### src/hw/trl_pkg.sv
// constants shared by the temperature readout and limit block
package trl_pkg;
  // register word indices (byte address is four times the index)
  localparam logic [6:0] CFG_ONE_IDX = 7'h00;
  localparam logic [6:0] CFG_THREE_IDX = 7'h07;
  localparam logic [6:0] LOCAL_TEMP_IDX = 7'h1f;
  localparam logic [6:0] PAIR_LOW_IDX = 7'h27;
  localparam logic [6:0] PAIR_HIGH_IDX = 7'h29;
  localparam logic [6:0] REMOTE_ONE_IDX = 7'h30;
  localparam logic [6:0] HIGH_LIM_IDX = 7'h40;
  localparam logic [6:0] LOW_LIM_IDX = 7'h48;
  localparam logic [6:0] STATUS_IDX = 7'h50;
  localparam logic [6:0] MASK_IDX = 7'h51;
  // field positions
  localparam int START_BIT = 0;
  localparam int PAIR_SEL_BIT = 3;
  localparam int REF_SEL_BIT = 2;
  // reset values
  localparam logic [7:0] CFG_RESET = 8'h00;
  localparam logic [7:0] HIGH_LIM_RESET = 8'h7f;
  localparam logic [7:0] LOW_LIM_RESET = 8'h00;
  // channel order of one monitoring round
  localparam int NUM_CH = 5;
  localparam logic [2:0] CH_REMOTE_ONE = 3'h0;
  localparam logic [2:0] CH_PAIR_TEMP = 3'h1;
  localparam logic [2:0] CH_ANALOG_EIGHT = 3'h2;
  localparam logic [2:0] CH_ANALOG_NINE = 3'h3;
  localparam logic [2:0] CH_LOCAL = 3'h4;
  // timing
  localparam int CLK_PERIOD_NS = 5;
  localparam int REMOTE_CONV_NS = 2140000;
  localparam int ANALOG_CONV_NS = 711000;
  localparam int REMOTE_CONV_CYC = (REMOTE_CONV_NS + CLK_PERIOD_NS - 1) / CLK_PERIOD_NS;
  localparam int ANALOG_CONV_CYC = (ANALOG_CONV_NS + CLK_PERIOD_NS - 1) / CLK_PERIOD_NS;
  localparam int AVG_SAMPLES = 16;
  typedef enum logic [1:0] {SEQ_IDLE, SEQ_START, SEQ_WAIT, SEQ_STORE} trl_seq_type;
endpackage

### src/hw/trl_avg.sv
// accumulator that averages a power-of-two number of 8-bit samples
`timescale 1ns/1ps
module trl_avg import trl_pkg::*; #(
  parameter int SAMPLES = AVG_SAMPLES
) (
  input wire logic mclk,
  input wire logic rstn,
  input wire logic clr,
  input wire logic add,
  input wire logic is_signed,
  input wire logic [7:0] sample,
  output logic [7:0] avg
);
  localparam int SH = $clog2(SAMPLES);
  logic [7+SH:0] acc;

  // a non power of two would need a true divider instead of the shift
  if (SAMPLES < 2 || (1 << SH) != SAMPLES) begin : g_bad_samples
    $error("trl_avg: SAMPLES must be a power of two");
  end

  // sign or zero extension keeps the sum exact; divide is a plain shift
  always_ff @(posedge mclk or negedge rstn) begin
    if (!rstn) begin
      acc <= '0;
    end else if (clr) begin
      acc <= '0;
    end else if (add) begin
      acc <= acc + {{SH{is_signed & sample[7]}}, sample}; // see RQ4
    end
  end

  assign avg = acc[7+SH:SH]; // see RQ4
endmodule // trl_avg

### src/hw/trl_readout.sv
// temperature readout sequencer, result registers, limits and interrupt
//
// What this block does
// RQ1 - local sensor average lands in the local value register at 0x1f.
// RQ2 - temperature codes are signed eight bit, one degree per step.
// RQ3 - config one bit 3 picks diode channel (0) or analog inputs (1).
// RQ4 - every stored result is the average of 16 conversions.
// RQ5 - each remote conversion is given at least 2.14 ms.
// RQ6 - remote results are stored as eight bit twos complement.
// RQ7 - config three bit 2 picks the 1.82 V (0) or 2.5 V (1) reference.
// RQ8 - voltage channels flag above high limit or below low limit.
// RQ9 - temperature channels flag above hot limit, hysteresis at or below low limit.
// RQ10 - while start bit set, channels run round robin, remote one to local.
// RQ11 - analog mode stores pair at 0x27/0x29; diode mode temperature at 0x29.
// RQ12 - limits checked at each store, signed for temperature, unsigned for voltage.
`timescale 1ns/1ps
module trl_readout import trl_pkg::*; #(
  parameter int REMOTE_CYC = REMOTE_CONV_CYC,
  parameter int ANALOG_CYC = ANALOG_CONV_CYC,
  parameter int SAMPLES = AVG_SAMPLES
) (
  input wire logic mclk,
  input wire logic rstn,
  input wire logic [6:0] avs_address,
  input wire logic avs_read,
  input wire logic avs_write,
  input wire logic [31:0] avs_writedata,
  output logic [31:0] avs_readdata,
  output logic avs_waitrequest,
  output logic adc_start,
  output logic [2:0] adc_chan,
  input wire logic adc_done,
  input wire logic [7:0] adc_data,
  output logic pair_analog,
  output logic ref_high_sel,
  output logic therm_hot,
  output logic irq
);
  // refuse counts that the 24-bit conversion counter or 8-bit sample counter cannot hold
  if (REMOTE_CYC < 1 || ANALOG_CYC < 1 ||
      REMOTE_CYC >= (1 << 24) || ANALOG_CYC >= (1 << 24)) begin : g_bad_conv
    $error("trl_readout: conversion counts out of range");
  end
  if (SAMPLES < 2 || SAMPLES > 256) begin : g_bad_samples
    $error("trl_readout: SAMPLES out of range");
  end

  logic [7:0] cfg_one, cfg_three;
  logic [7:0] local_val, remote_val, pair_low_val, pair_high_val;
  logic [7:0] high_lim [NUM_CH];
  logic [7:0] low_lim [NUM_CH];
  logic [7:0] status, mask;
  logic [NUM_CH-1:0] hot;
  trl_seq_type state;
  logic [2:0] ch;
  logic [7:0] sample_cnt;
  logic [23:0] conv_cnt;
  logic [7:0] avg;
  logic acc_clr, acc_add, bus_wr, keep, hit;
  logic [7:0] next_set;

  // temperature channels carry signed codes, the pair analog inputs do not
  function automatic logic is_temp(input logic [2:0] c);
    return c == CH_REMOTE_ONE || c == CH_PAIR_TEMP || c == CH_LOCAL;
  endfunction

  function automatic logic above(input logic [7:0] v, input logic [7:0] lim, input logic sgn);
    return sgn ? ($signed(v) > $signed(lim)) : (v > lim); // see RQ12
  endfunction

  function automatic logic [23:0] conv_len(input logic [2:0] c);
    return (c == CH_REMOTE_ONE || c == CH_PAIR_TEMP) ? 24'(REMOTE_CYC) : 24'(ANALOG_CYC);
  endfunction

  assign bus_wr = avs_write && !avs_waitrequest;

  // waitrequest drops for exactly one cycle, the cycle after a request appears
  always_ff @(posedge mclk or negedge rstn) begin
    if (!rstn) begin
      avs_waitrequest <= 1'b1;
      avs_readdata <= 32'h0;
    end else begin
      avs_waitrequest <= !((avs_read || avs_write) && avs_waitrequest);
      avs_readdata <= 32'h0;
      if (avs_read && avs_waitrequest) begin
        if (avs_address == CFG_ONE_IDX) avs_readdata <= {24'h0, cfg_one};
        else if (avs_address == CFG_THREE_IDX) avs_readdata <= {24'h0, cfg_three};
        else if (avs_address == LOCAL_TEMP_IDX) avs_readdata <= {24'h0, local_val}; // see RQ1
        else if (avs_address == PAIR_LOW_IDX) avs_readdata <= {24'h0, pair_low_val};
        else if (avs_address == PAIR_HIGH_IDX) avs_readdata <= {24'h0, pair_high_val};
        else if (avs_address == REMOTE_ONE_IDX) avs_readdata <= {24'h0, remote_val};
        else if (avs_address == STATUS_IDX) avs_readdata <= {24'h0, status};
        else if (avs_address == MASK_IDX) avs_readdata <= {24'h0, mask};
        else if (avs_address >= HIGH_LIM_IDX && avs_address < HIGH_LIM_IDX + 7'(NUM_CH))
          avs_readdata <= {24'h0, high_lim[3'(avs_address - HIGH_LIM_IDX)]};
        else if (avs_address >= LOW_LIM_IDX && avs_address < LOW_LIM_IDX + 7'(NUM_CH))
          avs_readdata <= {24'h0, low_lim[3'(avs_address - LOW_LIM_IDX)]};
      end
    end
  end

  // software writable configuration, mask and limits
  always_ff @(posedge mclk or negedge rstn) begin
    if (!rstn) begin
      cfg_one <= CFG_RESET;
      cfg_three <= CFG_RESET;
      mask <= 8'h00;
      for (int i = 0; i < NUM_CH; i++) begin
        high_lim[i] <= HIGH_LIM_RESET;
        low_lim[i] <= LOW_LIM_RESET;
      end
    end else if (bus_wr) begin
      if (avs_address == CFG_ONE_IDX) cfg_one <= avs_writedata[7:0];
      if (avs_address == CFG_THREE_IDX) cfg_three <= avs_writedata[7:0];
      if (avs_address == MASK_IDX) mask <= avs_writedata[7:0];
      for (int i = 0; i < NUM_CH; i++) begin
        if (avs_address == HIGH_LIM_IDX + 7'(i)) high_lim[i] <= avs_writedata[7:0];
        if (avs_address == LOW_LIM_IDX + 7'(i)) low_lim[i] <= avs_writedata[7:0];
      end
    end
  end

  assign pair_analog = cfg_one[PAIR_SEL_BIT]; // see RQ3
  assign ref_high_sel = cfg_three[REF_SEL_BIT]; // see RQ7

  // the pair is converted both ways every round; mode decides what is kept
  always_comb begin
    keep = 1'b1;
    if (ch == CH_PAIR_TEMP) keep = !cfg_one[PAIR_SEL_BIT]; // see RQ11
    if (ch == CH_ANALOG_EIGHT || ch == CH_ANALOG_NINE) keep = cfg_one[PAIR_SEL_BIT]; // see RQ11
  end

  // conversion sequencer: SAMPLES conversions per channel, then store
  always_ff @(posedge mclk or negedge rstn) begin
    if (!rstn) begin
      state <= SEQ_IDLE;
      ch <= CH_REMOTE_ONE;
      sample_cnt <= 8'h00;
      conv_cnt <= 24'h0;
      adc_start <= 1'b0;
      adc_chan <= CH_REMOTE_ONE;
    end else begin
      adc_start <= 1'b0;
      case (state)
        SEQ_IDLE: begin
          ch <= CH_REMOTE_ONE; // see RQ10
          sample_cnt <= 8'h00;
          if (cfg_one[START_BIT]) state <= SEQ_START;
        end
        SEQ_START: begin
          adc_start <= 1'b1;
          adc_chan <= ch;
          conv_cnt <= conv_len(ch) - 24'h1; // see RQ5
          state <= SEQ_WAIT;
        end
        SEQ_WAIT: begin
          // a done strobe before the minimum time is ignored, not latched
          if (conv_cnt != 24'h0) begin
            conv_cnt <= conv_cnt - 24'h1;
          end else if (adc_done) begin
            if (sample_cnt == 8'(SAMPLES - 1)) begin
              sample_cnt <= 8'h00;
              state <= SEQ_STORE; // see RQ4
            end else begin
              sample_cnt <= sample_cnt + 8'h01;
              state <= SEQ_START;
            end
          end
        end
        SEQ_STORE: begin
          ch <= (ch == CH_LOCAL) ? CH_REMOTE_ONE : ch + 3'h1; // see RQ10
          state <= cfg_one[START_BIT] ? SEQ_START : SEQ_IDLE; // see RQ10
        end
        default: state <= SEQ_IDLE;
      endcase
    end
  end

  // the sum is cleared while idle and as each result is stored, so no stale samples mix
  assign acc_clr = (state == SEQ_STORE) || (state == SEQ_IDLE);
  assign acc_add = (state == SEQ_WAIT) && (conv_cnt == 24'h0) && adc_done;

  trl_avg #(.SAMPLES(SAMPLES)) u_avg (
    .mclk(mclk),
    .rstn(rstn),
    .clr(acc_clr),
    .add(acc_add),
    .is_signed(is_temp(ch)),
    .sample(adc_data),
    .avg(avg)
  );

  // result registers; diode mode leaves the 0x27 register untouched
  always_ff @(posedge mclk or negedge rstn) begin
    if (!rstn) begin
      local_val <= 8'h00;
      remote_val <= 8'h00;
      pair_low_val <= 8'h00;
      pair_high_val <= 8'h00;
    end else if (state == SEQ_STORE && keep) begin
      case (ch)
        CH_REMOTE_ONE: remote_val <= avg; // see RQ6
        CH_PAIR_TEMP: pair_high_val <= avg; // see RQ11
        CH_ANALOG_EIGHT: pair_low_val <= avg; // see RQ11
        CH_ANALOG_NINE: pair_high_val <= avg; // see RQ11
        CH_LOCAL: local_val <= avg; // see RQ1
        default: local_val <= local_val;
      endcase
    end
  end

  // limit check on the value being stored
  always_comb begin
    next_set = 8'h00;
    hit = 1'b0;
    if (is_temp(ch)) hit = above(avg, high_lim[ch], 1'b1); // see RQ9
    else hit = above(avg, high_lim[ch], 1'b0) || (avg < low_lim[ch]); // see RQ8
    if (state == SEQ_STORE && keep && hit) next_set[ch] = 1'b1;
  end

  // sticky status, write one to clear; a new event beats a same-cycle clear
  always_ff @(posedge mclk or negedge rstn) begin
    if (!rstn) begin
      status <= 8'h00;
    end else begin
      if (bus_wr && avs_address == STATUS_IDX) status <= (status & ~avs_writedata[7:0]) | next_set;
      else status <= status | next_set;
    end
  end

  // hot stays set until the channel cools to its hysteresis limit; the pair flag also clears while analog mode is selected
  always_ff @(posedge mclk or negedge rstn) begin
    if (!rstn) begin
      hot <= '0;
      therm_hot <= 1'b0;
      irq <= 1'b0;
    end else begin
      if (state == SEQ_STORE && keep && is_temp(ch)) begin
        if (hit) hot[ch] <= 1'b1; // see RQ9
        else if (!above(avg, low_lim[ch], 1'b1)) hot[ch] <= 1'b0; // see RQ9
      end
      // analog mode has no pair diode, so a stale hot flag must not hold the output
      if (cfg_one[PAIR_SEL_BIT]) hot[CH_PAIR_TEMP] <= 1'b0; // see RQ3
      therm_hot <= |hot;
      irq <= |(status & mask);
    end
  end

  // cycles since the last converter start, saturating; an independent check on conv_cnt
  logic [23:0] since_start;
  always_ff @(posedge mclk or negedge rstn) begin
    if (!rstn) begin
      since_start <= 24'h0;
    end else if (adc_start) begin
      since_start <= 24'h1;
    end else if (since_start != 24'hffffff) begin
      since_start <= since_start + 24'h1;
    end
  end
endmodule // trl_readout

### config.mk
export PLATFORM = sky130hd
export DESIGN_NAME = trl_readout
export DESIGN_NICKNAME = d
export VERILOG_FILES = /design/src/hw/trl_pkg.sv /design/src/hw/trl_avg.sv /design/src/hw/trl_readout.sv
export SDC_FILE = /design/constraint.sdc
export NUM_CORES = 1
export LEC_CHECK = 0
export ABC_AREA = 1
export BUFFER_PORTS_ARGS = -buffer_cell sky130_fd_sc_hd__buf_2
export CELL_PAD_IN_SITES_DETAIL_PLACEMENT = 0
export CELL_PAD_IN_SITES_GLOBAL_PLACEMENT = 1
export CORE_ASPECT_RATIO = 1.25
export CORE_MARGIN = 2
export CORE_UTILIZATION = 45
export CTS_CLUSTER_DIAMETER = 40
export CTS_CLUSTER_SIZE = 40
export DETAILED_ROUTE_END_ITERATION = 10
export GPL_ROUTABILITY_DRIVEN = 0
export MAX_ROUTING_LAYER = met4
export PLACE_DENSITY = 0.79
export SETUP_SLACK_MARGIN = 0.1
export SYNTH_ARGS = -nofsm -noshare
export SYNTH_HDL_FRONTEND = slang
export SYNTH_SLANG_ARGS = --single-unit
### constraint.sdc
create_clock -name mclk -period 3.1 [get_ports mclk]
set_input_delay 0.155 -clock mclk [delete_from_list [all_inputs] [get_ports mclk]]
set_output_delay 0.155 -clock mclk [all_outputs]
set_load 0.02 [all_outputs]
==> impl_metrics.json, run 1 <==
{
  "timing.final.max_slew_violations": 0,
  "critPathSlowestCell": "dfrtp_1",
  "vias_per_cell": 5.322,
  "dp_slack_ns": -0.04409,
  "nFillCells": 2541,
  "htree_levels": 2,
  "grt_pass1_wl_um": 55610,
  "final_hold_viol_count": 0,
  "finalSetupTns_ns": 0,
  "hold_path.class": "input port to flip-flop",
  "grt_pass1_vias": 10240,
  "io_pins": 93,
  "multi_input_area_mm2": 0.005715,
  "synth-edff-count": 0,
  "vias": 10460,
  "fin_crit_ns": 2.836,
  "critPathTopFamily": "compound AO/OA/AOI/OAI gates",
  "fin_skew_ns": 0.02906,
  "cts_buffers": 35,
  "worst_slew_pin_slew_ns": 0.7190,
  "syn_to_final_growth_pct": 17.45,
  "yosysWarningCount": 0,
  "critPathLaunchType": "flip-flop",
  "placedCellCount": 1894,
  "coreArea_mm2": 0.02601,
  "synth_area_mm2": 0.01187,
  "post-route-period-util": 0.9147,
  "maxSlewHeadroom": 0.5192,
  "critPathCaptureType": "flip-flop",
  "syn_inst": 1516,
  "grt_overflow": 0,
  "path_max_fanout": 11,
  "postRouteWirelength_um": 35360,
  "cp_cell_sequence": "buf_4 -> nand2_2 -> nor2_2 -> buf_12 -> a22oi_2 -> o21ai_1 -> a221oi_2 -> buf_4 -> ha_4 -> a21oi_2 -> o21a_1 -> nand2_1 -> nand2_1 -> nand2_1 -> nand2_1 -> nand2_1 -> buf_4 -> nand3_1 -> nand2_1",
  "path_buf_inv": 4,
  "ys_types": 56,
  "cp.required_ns": 3.49,
  "die_w_um": 149.3,
  "peakVddDrop_v": 0.0004106,
  "ys_ff_latch": 213,
  "power.leakage_nw": 6.395,
  "antenna_found_initial": 0,
  "fin_ws_ns": 0.2643,
  "drt_pass1_iterations": 6,
  "status": "finished, final reports clean",
  "drv_cap": 0,
  "final_layout_size_suffix_gt1_frac": 0.1667,
  "rows": 66,
  "post-route-util": 0.5361,
  "synth_seq_area_share": 0.4527,
  "drtAntennaViolNets": 0,
  "critPathMaxStageDelay_ns": 0.41,
  "arrival_ns": 3.23,
  "ctsLongestPathBuffers": 3,
  "clkLatencyLatePin_ns": 0.52,
  "fmax_mhz": 352.6,
  "die_area_mm2": 0.02771,
  "criticalPathCategory": "flip-flop to flip-flop",
  "nets": 1692,
  "n_antenna_cell": 0,
  "cts_tree": "built",
  "layout.cells.non_filler": 1966,
  "clkTransAtPathRegs_ns": 0.05,
  "synth_top_area_frac": 0.3730,
  "setup_violations": 0,
  "grt.total_usage": 0.2689,
  "dieHeight_um": 185.6,
  "synthArstFlopShare": 1.000,
  "rsz0062_at_grt": "yes",
  "initial_core_util": 0.4565,
  "avgRoutedWirePerCell_um": 17.98,
  "powerDensity_mw_per_mm2": 653.0,
  "synthTopCellsByArea": "dfrtp_1 (37%), nand2_1 (14%), dfstp_2 (8.0%), o21ai_0 (7.9%), inv_1 (4.5%)",
  "drt_iter0_drc": 848,
  "yosys.area.top_type": "dfrtp_1",
  "drc_errors": 0,
  "cts.sinks": 213,
  "cp_common_cell": "nand2_1",
  "synth.avg_cell_area_um2": 7.832,
  "regArea_mm2": 0.005376,
  "io_buffer_count": 44,
  "cts_root_buf": "clkbuf_16",
  "grt_max_degree": 73,
  "synthFlopType": "dfrtp_1",
  "hpwlAfterDp_um": 25620
}
## what timing repair did
action / 4_1_cts / 5_1_grt
hold endpoints to repair: 46 / 0
pin swaps: 0 / 4
hold buffers: 4 / 0
resized for setup: 4 / 37
setup buffers: 0 / 5
endpoints found under the setup margin: 12 / 13
## cell usage in the layout (no fill, tap or decap), types with 15 or more instances in the layout
cell type / Yosys / layout
conb_1: 1 / 24
nor2_1: 98 / 93
o21ai_0: 188 / 185
buf_2: 15 / 43
clkbuf_16: 0 / 37
xor2_1: 16 / 16
ha_1: 39 / 38
inv_2: 9 / 15
buf_4: 25 / 44
nand3_1: 67 / 66
nand2_1: 436 / 433
a21oi_1: 56 / 54
dfrtp_1: 177 / 176
inv_1: 142 / 138
nand4_1: 25 / 25
o22ai_1: 18 / 18
o21ai_1: 15 / 18
dfstp_2: 36 / 36
## cells by family (layout without fill, tap and decap cells)
| group | Yosys count | count (layout) | synth area share |
|---|---|---|---|
| buf+inv | 228 | 315 | 0.08419 |
| flops | 213 | 213 | 0.4527 |
| fa+ha+maj | 40 | 40 | 0.04278 |
| simple gates | 683 | 683 | 0.2489 |
| xor+xnor | 19 | 19 | 0.01401 |
| other cells | 1 | 24 | 0.0003158 |
| compound gates | 332 | 332 | 0.1571 |
## through the flow
stage          hold WS [ns]  cell area (µm²)  power [mW]
6_report            0.06290            13950       9.106
5_1_grt             0.07826            13950       9.601
4_1_cts             0.05712            13760       9.090
3_5_place_dp         0.1644            12550       5.270
3_3_place_gp         0.1603            12550       5.246
2_1_floorplan       -0.1406            11960       4.568
## synth_stat cells (7+ instances only)
cell      number
buf_2         15
o211ai_1       7
dfrtp_1      177
dfstp_2       36
nor2_1        98
ha_1          39
nand2_2        8
a221oi_1      12
inv_2          9
buf_4         25
nand3_1       67
a21oi_1       56
inv_1        142
nor2_2         7
nand4_1       25
clkbuf_1      29
xor2_1        16
o21ai_1       15
o22ai_1       18
o21ai_0      188
nor3_1        14
nand2_1      436
## layer usage
layer | up-vias | part of all wire | wire length [µm] | global-route usage
li1 | 5140 | - | - | -
met1 | 4928 | 0.42 | 14680 | 0.3196
met2 | 298 | 0.49 | 17480 | 0.4594
met3 | 98 | 0.040 | 1415 | 0.03235
met4 | 0 | 0.050 | 1773 | 0.1204
met5 | - | 0 | 0 | -
## sequential cells by signal, summed over array words and instances (netlist names), 12 cells and up, named ones only
name,cells
high_lim,40
low_lim,40
u_avg.acc,12
conv_cnt,24
## tightest hold or removal path: cells and delay by family
family | cells | cell delay, ns
simple gates | 2 | 0.10
fa+ha+maj | 1 | 0.17
buf+inv | 1 | 0.11
## path summary, 6_finish.rpt
path	start	end	slack [ns]	cells after the start
hold / removal	adc_data[1]	u_avg.acc[1]	0.06	4
hold reg to reg	flip-flop	flip-flop	0.38	0
setup / recovery	ch[1]	status[0]	0.26	19
min in group asynchronous	rstn	high_lim[7]	0.23	2
max in group asynchronous	rstn	u_avg.acc[11]	2.00	3
setup reg to reg	ch[1]	status[0]	0.26	19
## where the power goes
group,internal [mW],switching [mW]
sequential,3.03,0.197
clock,2.35,1.44
combinational,0.651,1.44
total,6.03,3.08
## cell type report
class                           instances  area share
Clock buffer                           42     0.06917
Tap cell                              340     0.03050
Timing Repair Buffer                   97     0.04899
Sequential cell                       213      0.3855
Multi-Input combinational cell       1098      0.4098
Clock inverter                         21     0.01400
Inverter                              155     0.04199
Note: power is estimated with default switching activity, not from simulation.
==> inputs of run 2 (changes only) <==
Settings changed: ABC_AREA 1 to 0, PLACE_DENSITY 0.79 to 0.75, SYNTH_HIERARCHICAL from default to 1.
==> run 2 against run 1 <==
Compared with the run above: global-route usage shrank 2.2 points; first-iteration DRC count shrank 25%; clock power shrank 4%; via count shrank 8.0%; sequential share of layout area shrank 1.4 points; register-to-register slack lost 0.14 ns; wire length shrank 1.2%; clock skew shrank 0.013 ns; synthesized cell count shrank 23%; combinational power is essentially flat; largest power group unchanged; highest routed layer unchanged.
==> impl_metrics.json, run 2 <==
{
  "coreArea_mm2": 0.02691,
  "fin_crit_ns": 2.972,
  "dp_slack_ns": -0.04809,
  "synthFlopType": "dfrtp_1",
  "final_layout_size_suffix_gt1_frac": 0.3296,
  "ys_ff_latch": 213,
  "powerDensity_mw_per_mm2": 617.4,
  "final_hold_viol_count": 0,
  "ctsLongestPathBuffers": 3,
  "synth_top_area_frac": 0.3575,
  "clkLatencyLatePin_ns": 0.58,
  "fmax_mhz": 336.4,
  "avgRoutedWirePerCell_um": 21.70,
  "rows": 67,
  "power.leakage_nw": 6.494,
  "mostFrequentLayoutCells": "dfrtp_1 (175), mux2_2 (147), nand2_1 (92), nor2_1 (77)",
  "yosys.area.top_type": "dfrtp_1",
  "yosysWarningCount": 6,
  "vias_per_cell": 5.978,
  "cts_buffers": 31,
  "antenna_found_initial": 0,
  "maxSlewHeadroom": 0.3630,
  "rsz0062_at_grt": "yes",
  "n_antenna_cell": 0,
  "clkTransAtPathRegs_ns": 0.06,
  "drt_iter0_drc": 637,
  "hold_path.class": "input port to flip-flop",
  "die_area_mm2": 0.02889,
  "timing.final.max_slew_violations": 0,
  "final_common_cell": "dfrtp_1",
  "cts_root_buf": "clkbuf_16",
  "grt_pass1_vias": 9701,
  "fin_skew_ns": 0.01654,
  "vias": 9624,
  "drt_pass1_iterations": 5,
  "syn_inst": 1171,
  "worst_slew_pin_slew_ns": 0.9520,
  "reg_top3": "high_lim: 40 flops, low_lim: 40 flops, conv_cnt: 24 flops",
  "hpwlAfterDp_um": 24300,
  "grt_overflow": 0,
  "io_pins": 93,
  "peakVddDrop_v": 0.0004323,
  "post-route-period-util": 0.9588,
  "drc_errors": 0,
  "cts_tree": "built",
  "fin_ws_ns": 0.1277,
  "initial_core_util": 0.4605,
  "ys_types": 83,
  "drv_cap": 0,
  "finalPower_mw": 8.931,
  "postRouteWirelength_um": 34930,
  "synth.avg_cell_area_um2": 10.58,
  "htree_levels": 1,
  "criticalPathCategory": "flip-flop to flip-flop",
  "path_max_fanout": 7,
  "synth-edff-count": 0,
  "drtAntennaViolNets": 0,
  "timing.hold.ws_ns": 0.04639,
  "io_buffer_count": 44,
  "synth_area_mm2": 0.01239,
  "synthArstFlopShare": 1.000,
  "synth_commonest_cells": "dfrtp_1 (177), mux2_2 (147), nand2_1 (92)",
  "synthTopCellsByArea": "dfrtp_1 (36%), mux2_2 (13%), dfstp_2 (7.6%), ha_1 (3.8%), nand2_1 (2.8%)",
  "synth_most_common_cell": "dfrtp_1",
  "dieHeight_um": 189.5,
  "arrival_ns": 3.44,
  "synth_seq_area_share": 0.4338,
  "cp.required_ns": 3.56,
  "die_w_um": 152.4,
  "grt.total_usage": 0.2472,
  "grt_max_degree": 113,
  "status": "finished, final reports clean",
  "syn_to_final_growth_pct": 16.75,
  "critPathCaptureType": "flip-flop",
  "setup_violations": 0,
  "critPathLaunchType": "flip-flop",
  "cts.sinks": 213,
  "nets": 1331,
  "grt_pass1_wl_um": 55300
}
## run 2: critical path, cell delays in order (launching register included)
cell and delay [ns]:
dfrtp_2 0.44, buf_4 0.17, buf_16 0.15, mux2i_1 0.11, o21ai_1 0.19, a21oi_1 0.10, ha_1 0.32, nand4_1 0.12
buf_6 0.15, a211oi_4 0.33, or4_4 0.20, a31oi_4 0.09, a21o_1 0.24, a41o_1 0.25
## run 2: cell families (layout without fill, tap and decap cells)
logic type / Yosys count / after routing / share of synthesized area
and+or+nand+nor: 304 / 304 / 0.1244
AOI/OAI and AO/OA: 277 / 277 / 0.1533
DFF: 213 / 213 / 0.4338
muxes: 184 / 184 / 0.1777
buffers and inverters: 126 / 197 / 0.05130
adders and majority gates: 40 / 40 / 0.04080
xor gates and xnor gates: 26 / 26 / 0.01838
other: 1 / 24 / 0.0003026
## run 2: layout make-up
| class | instances | area (µm²) |
|---|---|---|
| tap | 345 | 431.7 |
| timing repair buffer | 104 | 798.3 |
| sequential | 213 | 5378 |
| fill | 2381 | 12440 |
| multi-input combinational | 855 | 6648 |
| inverter | 35 | 131.4 |
| clock buffer | 34 | 807.0 |
| clock inverter | 24 | 272.8 |
## run 2: metal layers
layer  vias to the layer above  wire length [µm]  track usage
met5                         -                 0            -
met4                         0              1230      0.08974
met3                        64              1734      0.02953
met2                       290             16850       0.4042
met1                      4808             15120       0.3193
li1                       4462                 -            -
## run 2: per-stage QoR
step	TNS [ns]	util	instance area (µm²)	cells
floorplan	0	-	12500	1194
global placement	0	0.4857	13070	1541
detailed placement	-0.2567	0.4857	13070	1541
CTS	0	0.5323	14320	1605
global route	-0.01538	0.5376	14470	1610
finish	0	0.5376	14470	1610
## run 2: repair_timing
item                                    4_1_cts  5_1_grt
hold endpoints to repair                    109        0
gates cloned                                  1        1
gates resized for setup                      22       31
pin swaps                                     7       20
endpoints found under the setup margin       14       14
buffers inserted                              1        4
hold buffers                                  4        0
## run 2: worst paths after layout
check | from | end | slack, ns | depth (start not counted)
max reg2reg | ch[0] | status[7] | 0.13 | 13
max in group asynchronous | rstn | high_lim[37] | 1.88 | 3
min in group asynchronous | rstn | u_avg/acc[2] | 0.26 | 2
min reg2reg | hot[1] | therm_hot | 0.45 | 2
max | ch[0] | status[7] | 0.13 | 13
min | adc_data[1] | u_avg/acc[1] | 0.05 | 4
## run 2: power by group
| group | switching, mW | total (mW) | internal (mW) |
|---|---|---|---|
| Combinational | 1.28 | 2.10 | 0.822 |
| Sequential | 0.194 | 3.20 | 3.00 |
| Clock | 1.45 | 3.64 | 2.18 |
==> inputs of run 3 (changes only) <==
Settings changed: PLACE_DENSITY 0.75 to 0.74.
==> run 3 against run 2 <==
Compared with the run above: maximum frequency shrank 1.0%; clock skew grew 0.0069 ns; critical path depth shrank 3; setup slack lost 0.031 ns; critical path type unchanged; critical endpoint is now status[6]; largest power group unchanged; highest routed layer unchanged.
==> impl_metrics.json, run 3 (synthesis results as in run 2) <==
{
  "coreArea_mm2": 0.02691,
  "initial_core_util": 0.4605,
  "n_antenna_cell": 0,
  "clkTransAtPathRegs_ns": 0.06,
  "drt_iter0_drc": 833,
  "dieHeight_um": 189.5,
  "power.leakage_nw": 6.579,
  "critPathLaunchType": "flip-flop",
  "power_frac_clock": 0.454,
  "vias": 9749,
  "final_common_cell": "dfrtp_1",
  "post-route-period-util": 0.9688,
  "cp_cell_sequence": "buf_12 -> mux4_2 -> a22oi_2 -> ha_1 -> a21oi_1 -> nor2_2 -> or4_4 -> a31oi_4 -> a21o_1 -> a41o_1",
  "worst_slew_pin_slew_ns": 0.8856,
  "die_w_um": 152.4,
  "fin_area_mm2": 0.01455,
  "powerDensity_mw_per_mm2": 650.9,
  "setup_violations": 0,
  "vias_per_cell": 6.052,
  "fmax_mhz": 333.0,
  "pwr-share-seq": 0.336,
  "grt_pass1_wl_um": 54880,
  "cts_tree": "built",
  "drtAntennaViolNets": 0,
  "grt_pass1_vias": 9633,
  "antenna_found_initial": 0,
  "mostFrequentLayoutCells": "dfrtp_1 (177), mux2_2 (147), nand2_1 (92), nor2_1 (76), buf_4 (49)",
  "peakVddDrop_v": 0.0004836,
  "syn_to_final_growth_pct": 17.46,
  "drc_errors": 0,
  "fin_crit_ns": 3.003,
  "placed_area_mm2": 0.01304,
  "finalPower_mw": 9.473,
  "critPathCaptureType": "flip-flop",
  "grt_max_degree": 86,
  "cts.sinks": 213,
  "p_sw_frac": 0.3033,
  "fin_skew_ns": 0.02348,
  "critPathMaxStageDelay_ns": 0.54,
  "cp.required_ns": 3.54,
  "status": "finished, final reports clean",
  "maxSlewHeadroom": 0.4021,
  "io_pins": 93,
  "grt.total_usage": 0.2464,
  "htree_levels": 2,
  "timing.hold.ws_ns": 0.01442,
  "critPathSlowestCell": "mux4_2",
  "postRouteWirelength_um": 34750,
  "switchingPower_mw": 2.874,
  "rsz0062_at_grt": "yes",
  "final_layout_size_suffix_gt1_frac": 0.3254,
  "cts_root_buf": "clkbuf_16",
  "final_hold_viol_count": 0,
  "cts_buffers": 34,
  "drt_pass1_iterations": 5,
  "nets": 1332,
  "grt_overflow": 0,
  "hpwlAfterDp_um": 24380,
  "p_int_mw": 6.600,
  "clkLatencyLatePin_ns": 0.52,
  "ctsLongestPathBuffers": 3,
  "die_area_mm2": 0.02889,
  "p_comb_frac": 0.210,
  "drv_cap": 0,
  "reg_top3": "high_lim: 40 flops, low_lim: 40 flops, conv_cnt: 24 flops",
  "r2r_slack_ns": 0.1,
  "io_buffer_count": 44,
  "arrival_ns": 3.44,
  "avgRoutedWirePerCell_um": 21.57,
  "path_max_fanout": 18,
  "criticalPathCategory": "flip-flop to flip-flop",
  "rows": 67,
  "timing.final.max_slew_violations": 0,
  "hold_path.class": "input port to flip-flop"
}
-- run 3: cell count changes in the layout (fill, tap and decap cells not counted), sizes merged --
cell         change
bufinv           +5
clkinvlp         -5
inv              -4
clkbuf           +3
clkinv           +3
dlygate4sd3      -1
-- run 3: timing repair --
item | 4_1_cts | 5_1_grt
hold endpoints to repair | 64 | 0
setup endpoints to repair | 12 | 22
pin swaps | 3 | 2
hold buffers | 3 | 0
buffers inserted | 3 | 4
gates resized for setup | 8 | 24
-- run 3: metrics by stage --
stage           TNS, ns    util  std cells  setup WS, ns
5_1_grt         -0.1177  0.5408       1611      -0.03035
6_report              0  0.5408       1611       0.09657
3_3_place_gp          0  0.4845       1540      0.006460
4_1_cts               0  0.5366       1607        0.1035
2_1_floorplan         0       -       1194        0.1082
3_5_place_dp   -0.05271  0.4845       1540      -0.01481
-- run 3: worst paths after layout --
kind	startpoint	to	cells after the start
setup / recovery	ch[0]	status[6]	10
setup reg to reg	ch[0]	status[6]	10
hold / removal	adc_data[0]	u_avg/acc[0]	4
max in group asynchronous	rstn	high_lim[21]	3
min in group asynchronous	rstn	u_avg/acc[1]	2
hold reg to reg	hot[1]	therm_hot	2
-- run 3: critical path, delay by kind of cell (launching register included) --
family                     cells  cell delay, ns
buffers and inverters          1            0.18
AOI/OAI and AO/OA              5            0.96
adders and majority gates      1            0.28
and+or+nand+nor                2            0.59
muxes                          1            0.54
DFF                            1            0.37
-- run 3: layer usage --
metal / vias to the layer above / part of all wire / track usage / wire (µm)
li1: 4455 / - / - / -
met1: 4853 / 0.43 / 0.3170 / 14790
met4: 0 / 0.042 / 0.09615 / 1472
met3: 94 / 0.059 / 0.04051 / 2055
met5: - / 0 / - / 0
met2: 347 / 0.47 / 0.3931 / 16440
-- run 3: cell type report --
| type | instances | area (µm²) |
|---|---|---|
| Fill cell | 2385 | 12360 |
| Clock buffer | 38 | 917.1 |
| Multi-Input combinational cell | 855 | 6590 |
| Inverter | 35 | 131.4 |
| Timing Repair Buffer | 102 | 721.9 |
| Tap cell | 345 | 431.7 |
| Sequential cell | 213 | 5375 |
| Clock inverter | 23 | 386.6 |
-- run 3: power groups by stage --
stage | logic (mW) | clock network (mW) | registers [mW]
after floorplan | 1.27 | 0 | 3.21
final | 1.99 | 4.30 | 3.19
after global routing | 2.17 | 4.51 | 3.22
after detailed placement | 1.87 | 0 | 3.23
after CTS | 1.91 | 4.38 | 3.18
after global placement | 1.84 | 0 | 3.23
